**config.mk**
```make
export PLATFORM = sky130hd
export DESIGN_NAME = pei_event_unit
export DESIGN_NICKNAME = d
export VERILOG_FILES = /design/src/rtl/pei_pkg.sv /design/src/rtl/pei_event_unit.sv
export SDC_FILE = /design/constraint.sdc
export NUM_CORES = 1
export LEC_CHECK = 0
export BUFFER_PORTS_ARGS = -buffer_cell sky130_fd_sc_hd__clkbuf_2
export CAP_MARGIN = 40
export CORE_MARGIN = 2
export CORE_UTILIZATION = 45
export DETAILED_ROUTE_END_ITERATION = 12
export PLACE_DENSITY = 0.73
export SLEW_MARGIN = 15
export SYNTH_ARGS = -nofsm -noshare
export SYNTH_HDL_FRONTEND = slang
export SYNTH_SLANG_ARGS = --single-unit
```
**constraint.sdc**
```tcl
create_clock -name pclk -period 1.7 [get_ports pclk]
set_input_delay 0.34 -clock pclk [delete_from_list [all_inputs] [get_ports pclk]]
set_output_delay 0.34 -clock pclk [all_outputs]
set_load 0.01 [all_outputs]
```
**src/rtl/pei_pkg.sv**
```systemverilog
// package: register map, field positions and reset values of the event interrupt unit
package pei_pkg;
   localparam int          DATA_W          = 16;
   // printed offsets are not all multiples of four: these are indices, byte address = 4 * index
   localparam logic [7:0]  IDX_ENABLE      = 8'h12;
   localparam logic [7:0]  IDX_STATUS      = 8'h13;
   localparam logic [7:0]  IDX_CONFIG      = 8'h14;
   localparam logic [11:0] ADDR_ENABLE     = 12'({IDX_ENABLE, 2'b00});
   localparam logic [11:0] ADDR_STATUS     = 12'({IDX_STATUS, 2'b00});
   localparam logic [11:0] ADDR_CONFIG     = 12'({IDX_CONFIG, 2'b00});
   localparam logic [15:0] ENABLE_RESET    = 16'h0000;
   localparam logic [15:0] STATUS_RESET    = 16'h0000;
   localparam int          POLARITY_BIT    = 13;
   localparam logic        POLARITY_RESET  = 1'b1;
   // status bits that clear on a read of the status register
   localparam logic [15:0] CLEAR_ON_READ   = 16'hfdf1;
   // status bits that follow a live level rather than latching
   localparam logic [15:0] LIVE_LEVEL      = 16'h020c;
   localparam int          BIT_NEG_FAULT   = 15;
   localparam int          BIT_RATE        = 14;
   localparam int          BIT_DUPLEX      = 13;
   localparam int          BIT_PAGE        = 12;
   localparam int          BIT_NEG_DONE    = 11;
   localparam int          BIT_LINK        = 10;
   localparam int          BIT_EEE         = 9;
   localparam int          BIT_CARRIER     = 8;
   localparam int          BIT_CONVERTER   = 7;
   localparam int          BIT_PAIR_SWAP   = 6;
   localparam int          BIT_DOWNSHIFT   = 5;
   localparam int          BIT_DOZE        = 4;
   localparam int          BIT_WAKE        = 3;
   localparam int          BIT_MAC_BUF     = 2;
   localparam int          BIT_INVERSION   = 1;
   localparam int          BIT_JABBER      = 0;
endpackage

```
**src/rtl/pei_event_unit.sv**
```systemverilog
// event interrupt unit: enable and latched status registers behind an apb slave
//
// Function
// - enabled event that occurs raises interrupt
// - enable register resets zero, bits match status
// - latched status bit set if event since read
// - status records even when event disabled
// - status register sixteen bits, resets zero
// - bit 15 negotiation fault, clear on read
// - bit 14 rate change, clear on read
// - bit 13 duplex change, clear on read
// - bit 12 page received, clear on read
// - bit 11 negotiation done, clear on read
// - bit 10 link change, clear on read
// - bit 9 energy efficient fault, read only
// - bit 8 bogus carrier, clear on read
// - bit 7 converter buffer fault, clear read
// - bits 6,5 pair swap, downshift, clear read
// - bit 4 doze change, clear on read
// - bit 3 wake packet, read only
// - bit 2 mac buffer fault, read only
// - bit 1 inversion change latches high
// - bit 0 jabber, clear on read
// - polarity bit resets one, one active low
`timescale 1ns/1ns
`default_nettype none
module pei_event_unit
(
   input  wire logic        pclk,
   input  wire logic        presetn,
   input  wire logic        psel,
   input  wire logic        penable,
   input  wire logic        pwrite,
   input  wire logic [11:0] paddr,
   input  wire logic [31:0] pwdata,
   input  wire logic [3:0]  pstrb,
   output logic      [31:0] prdata,
   output logic             pready,
   output logic             pslverr,
   input  wire logic        negotiation_fault_flag,
   input  wire logic        rate_changed_flag,
   input  wire logic        duplex_changed_flag,
   input  wire logic        page_received_flag,
   input  wire logic        negotiation_done_flag,
   input  wire logic        link_changed_flag,
   input  wire logic        energy_efficient_fault_flag,
   input  wire logic        bogus_carrier_flag,
   input  wire logic        converter_buffer_fault_flag,
   input  wire logic        pair_swap_changed_flag,
   input  wire logic        rate_downshift_flag,
   input  wire logic        doze_changed_flag,
   input  wire logic        wake_packet_flag,
   input  wire logic        mac_buffer_fault_flag,
   input  wire logic        line_inversion_changed_flag,
   input  wire logic        jabber_flag,
   output logic             event_irq_pin
);

   // whole module state in one record
   typedef struct packed
   {
      logic [15:0] enable;
      logic [15:0] status;
      logic        polarity_low;
      logic [31:0] rdata;
      logic        ready;
      logic        slverr;
      logic        irq_pin;
   } pei_state_t;

   pei_state_t state_r;
   pei_state_t state_nxt;
   logic [15:0] event_vec;
   logic        access;
   logic        setup;

   // address decode, used for both reads and writes
   function automatic logic [1:0] pei_decode(input logic [11:0] addr);
      if (addr == pei_pkg::ADDR_ENABLE)
         pei_decode = 2'h1;
      else if (addr == pei_pkg::ADDR_STATUS)
         pei_decode = 2'h2;
      else if (addr == pei_pkg::ADDR_CONFIG)
         pei_decode = 2'h3;
      else
         pei_decode = 2'h0;
   endfunction

   // merge byte lanes of a write into a 16-bit register
   function automatic logic [15:0] pei_merge(input logic [15:0] old,
                                             input logic [31:0] wd,
                                             input logic [3:0]  strb);
      pei_merge = old;
      if (strb[0])
         pei_merge[7:0] = wd[7:0];
      if (strb[1])
         pei_merge[15:8] = wd[15:8];
   endfunction

   // gather event inputs into status bit order
   always_comb
   begin
      event_vec = '0;
      event_vec[pei_pkg::BIT_NEG_FAULT] = negotiation_fault_flag;
      event_vec[pei_pkg::BIT_RATE]      = rate_changed_flag;
      event_vec[pei_pkg::BIT_DUPLEX]    = duplex_changed_flag;
      event_vec[pei_pkg::BIT_PAGE]      = page_received_flag;
      event_vec[pei_pkg::BIT_NEG_DONE]  = negotiation_done_flag;
      event_vec[pei_pkg::BIT_LINK]      = link_changed_flag;
      event_vec[pei_pkg::BIT_EEE]       = energy_efficient_fault_flag;
      event_vec[pei_pkg::BIT_CARRIER]   = bogus_carrier_flag;
      event_vec[pei_pkg::BIT_CONVERTER] = converter_buffer_fault_flag;
      event_vec[pei_pkg::BIT_PAIR_SWAP] = pair_swap_changed_flag;
      event_vec[pei_pkg::BIT_DOWNSHIFT] = rate_downshift_flag;
      event_vec[pei_pkg::BIT_DOZE]      = doze_changed_flag;
      event_vec[pei_pkg::BIT_WAKE]      = wake_packet_flag;
      event_vec[pei_pkg::BIT_MAC_BUF]   = mac_buffer_fault_flag;
      event_vec[pei_pkg::BIT_INVERSION] = line_inversion_changed_flag;
      event_vec[pei_pkg::BIT_JABBER]    = jabber_flag;
   end

   assign setup  = psel & ~penable;
   assign access = psel & penable & state_r.ready;

   // next state: bus slave, status latching, interrupt pin
   always_comb
   begin
      logic        any_irq;
      logic [15:0] cleared;
      any_irq   = 1'b0;
      cleared   = state_r.status;
      state_nxt = state_r;
      state_nxt.ready  = 1'b0;
      state_nxt.slverr = 1'b0;
      // answer one cycle after setup, read data captured at setup
      if (setup)
      begin
         state_nxt.ready = 1'b1;
         state_nxt.rdata = '0;
         case (pei_decode(paddr))
            2'h1:    state_nxt.rdata[15:0] = state_r.enable;
            2'h2:    state_nxt.rdata[15:0] = state_r.status;
            2'h3:    state_nxt.rdata[pei_pkg::POLARITY_BIT] = state_r.polarity_low;
            default: state_nxt.slverr = 1'b1;
         endcase
      end
      // completed access: writes land, status read clears
      if (access)
      begin
         if (pwrite)
         begin
            case (pei_decode(paddr))
               2'h1:    state_nxt.enable = pei_merge(state_r.enable, pwdata, pstrb);
               2'h3:
               begin
                  if (pstrb[1])
                     state_nxt.polarity_low = pwdata[pei_pkg::POLARITY_BIT];
               end
               default: state_nxt.enable = state_r.enable;
            endcase
         end
         else if (pei_decode(paddr) == 2'h2)
            cleared = state_r.status & ~pei_pkg::CLEAR_ON_READ;
      end
      // live bits track their source; latched bits set, set beats clear
      state_nxt.status = (cleared & ~pei_pkg::LIVE_LEVEL)
                       | (event_vec & ~pei_pkg::LIVE_LEVEL)
                       | (event_vec & pei_pkg::LIVE_LEVEL);
      // interrupt from enabled status, live and latched bits
      any_irq = |(state_nxt.status & state_r.enable);
      state_nxt.irq_pin = state_r.polarity_low ? ~any_irq : any_irq;
   end

   // state register
   always_ff @(posedge pclk or negedge presetn)
   begin
      if (!presetn)
      begin
         state_r.enable       <= pei_pkg::ENABLE_RESET;
         state_r.status       <= pei_pkg::STATUS_RESET;
         state_r.polarity_low <= pei_pkg::POLARITY_RESET;
         state_r.rdata        <= '0;
         state_r.ready        <= 1'b0;
         state_r.slverr       <= 1'b0;
         state_r.irq_pin      <= pei_pkg::POLARITY_RESET;
      end
      else
         state_r <= state_nxt;
   end

   assign prdata        = state_r.rdata;
   assign pready        = state_r.ready;
   assign pslverr       = state_r.slverr;
   assign event_irq_pin = state_r.irq_pin;

endmodule
`default_nettype wire

```
==> results.sh <==
export IMPL_r2r_slack_ps=140
export IMPL_hold_violations=0
export IMPL_period_minus_slack_ps=1610
export IMPL_min_to="state_r[45]$_DFF_PN0_"
export IMPL_critPathLaunchType="input pin"
export IMPL_critPathMostFrequentCell="buf_4"
export IMPL_maxCapViolCount=0
export IMPL_ant_nets=0
export IMPL_ys_flop_type="dfrtp_1"
export IMPL_clkTransAtPathRegs_ps=100
export IMPL_end_kind="flip-flop"
export IMPL_gp_congestion=0.859
export IMPL_htreeDepth=2
export IMPL_grt_ovfl_total=0
export IMPL_rr_startpoint="pready$_DFF_PN0_"
export IMPL_tightest_slew_ps=529
export IMPL_avgSynthCellArea_um2=11.7
export IMPL_hold_path_class="input pin to flip-flop"
export IMPL_grt_pass1_vias=1700
export IMPL_ys_seq_area_share_pct=51.9
export IMPL_peakVddDrop_v=0.000473
export IMPL_holdPathStages=1
export IMPL_grt_max_degree=35
export IMPL_p_leak_nw=1.46
export IMPL_core_um2=5440
export IMPL_hp_start="energy_efficient_fault_flag"
export IMPL_skew_ps=9.34
export IMPL_ys_types=36
export IMPL_die_h_um=78.7
export IMPL_cp_data_arrival_time_ps=1810
export IMPL_rsz0062_at_grt="false"
export IMPL_wl_per_cell_um=14.4
export IMPL_drive_gt1_share_pct=40.1
export IMPL_grtUsageTotal_pct=17.4
export IMPL_worstPathMaxFanout=8
export IMPL_stdcell_area_um2=2970
export IMPL_placed_cells=342
export IMPL_yosys_area_top_type="dfrtp_1"
export IMPL_clock_root_buffer="clkbuf_8"
export IMPL_cts_tree="built"
export IMPL_vias=1776
export IMPL_drt_iter0_drc=133
export IMPL_slowest_delay_ps=350
export IMPL_nets=347
export IMPL_synthToLayoutAreaGrowth_pct=18.3
export IMPL_netlist_area_leader_share_pct=49.9
export IMPL_maxSlewHeadroom_pct=64.7
export IMPL_rr_endpoint="event_irq_pin$_DFF_PN1_"
export IMPL_io_pins=104
export IMPL_slowest_stage="mux2_2"
export IMPL_clock_sinks=52
export IMPL_worstSetupPathType="input pin to flip-flop"
export IMPL_cts_buffer_depth=2
export IMPL_async_reset_ff_share_pct=100
export IMPL_mostFrequentLayoutCells="69 x clkbuf_2, 50 x dfrtp_1, 18 x nand2_1"
export IMPL_start_util_pct=46.1
export IMPL_fillers=482
export IMPL_yosysWarnings=0
export IMPL_num_rows=27
export IMPL_synth_edf_count=0
export IMPL_cts_made_buffers=5
export IMPL_antenna_found_initial=0
export IMPL_die_area_um2=6190
export IMPL_die_width_um=78.7
export IMPL_totalWireLength_mm=5.05
export IMPL_tns_ps=0
export IMPL_grt_pass1_wl_mm=8.18
export IMPL_instances_no_fill=351
export IMPL_power_w=0.00226
export IMPL_layout_commonest_cell="clkbuf_2"
export IMPL_firstDrtPassIters=5
export IMPL_finalMaxSlewViolations=0
export IMPL_period_share_pct=94.8
export IMPL_ys_ff_latch=52
export IMPL_fmax_mhz=621
export IMPL_drc_errors=0
export IMPL_syn_area_um2=2510
export IMPL_status="complete, no violations"
export IMPL_cp_cell_sequence="clkbuf_2 -> nor4b_4 -> nand4_1 -> buf_4 -> nor3_2 -> buf_4 -> mux2_2"
export IMPL_setup_viol=0
export IMPL_synthTopCellsByArea="dfrtp_1 50%, buf_4 10%, mux2_2 7.6%, mux2i_1 6.4%, o31ai_1 4.5%"
export IMPL_cp_required_ps=1900
export IMPL_dp_hpwl_mm=3.96
export IMPL_clock_latency_ps=310
export IMPL_critPathLaunch="paddr[5]"
export IMPL_port_buffers=69
export IMPL_place_area_um2=2850
export IMPL_reg2reg_depth=6
export IMPL_diodes=0
export IMPL_power_density_nw_per_um2=762
export IMPL_final_util_pct=54.6
export IMPL_viasPerCell=5.06
export IMPL_syn_inst=215
-- kinds of logic (layout without fill, tap and decap cells) --
kind of cell           after synthesis  count (layout)  share of synthesized area, %
buffers and inverters               42              91                          11.4
multiplexers                        33              33                          14.0
flip-flops                          52              52                          51.9
AO/OA/AOI/OAI                       45              45                          13.2
other                                1              16                         0.149
AND/OR/NAND/NOR                     41              41                          8.97
XOR/XNOR                             1               1                         0.349
-- synth_stat cells (2+ instances only) --
master,n
a22oi_1,10
a21o_1,12
nand4_1,4
dfstp_2,2
o31ai_1,15
nor2_1,3
o21ai_0,2
clkbuf_1,6
buf_4,34
mux2_2,17
nand2_1,18
nand3_1,4
dfrtp_1,50
mux2i_1,16
-- worst max-delay path, delay by kind of cell --
family / cells / cell delay [ps]
muxes: 1 / 350
buffers and inverters: 3 / 500
and+or+nand+nor: 3 / 620
-- worst max-delay path by stage --
stage	endpoint	slack, ps	cells past startpoint
detailed placement	state_r[63]$_DFFE_PN0P_	-240	7
floorplan	state_r[60]$_DFFE_PN0P_	-20	4
global placement	state_r[62]$_DFFE_PN0P_	-240	7
finish	state_r[63]$_DFFE_PN0P_	90	7
global route	state_r[63]$_DFFE_PN0P_	30	7
CTS	state_r[63]$_DFFE_PN0P_	90	7
-- report_power, final --
part           internal [W]  total [W]  switching (W)
clock network      0.000436   0.000840       0.000404
registers           0.00124    0.00124     0.00000210
logic             0.0000731   0.000179       0.000106
total               0.00175    0.00226       0.000512
-- flip-flops by register name, indices dropped and copies added (netlist names) --
signal and cells:
event_irq_pin 1, pready 1, state_r 33, prdata 16, pslverr 1
-- metrics by stage --
step,hold WS (ps),worst slack (ps)
3_3_place_gp,329,-235
2_1_floorplan,44.4,-22.8
3_5_place_dp,338,-243
4_1_cts,135,88.3
5_1_grt,133,33.9
6_report,147,88.9
-- metal layers --
metal	vias up	share of wire (%)	GRT usage (%)
li1	856	-	-
met1	846	46	23.8
met2	68	47	26.3
met3	6	6.4	4.60
met4	0	1.4	7.19
met5	-	0	0
-- final cells by class --
class	instances	area, um^2	area share, %
Tap cell	72	90.1	3.03
Timing Repair Buffer	82	470	15.8
Inverter	1	3.75	0.126
Clock inverter	3	42.5	1.43
Multi-Input combinational cell	136	990	33.3
Clock buffer	5	68.8	2.32
Sequential cell	52	1300	43.9
-- timing repair --
item                      in CTS  in global routing
hold endpoints to repair      15                  0
resized for setup              0                  0
buffers inserted               0                  0
hold buffers                   1                  0
Note: power is estimated with default switching activity, not from simulation.
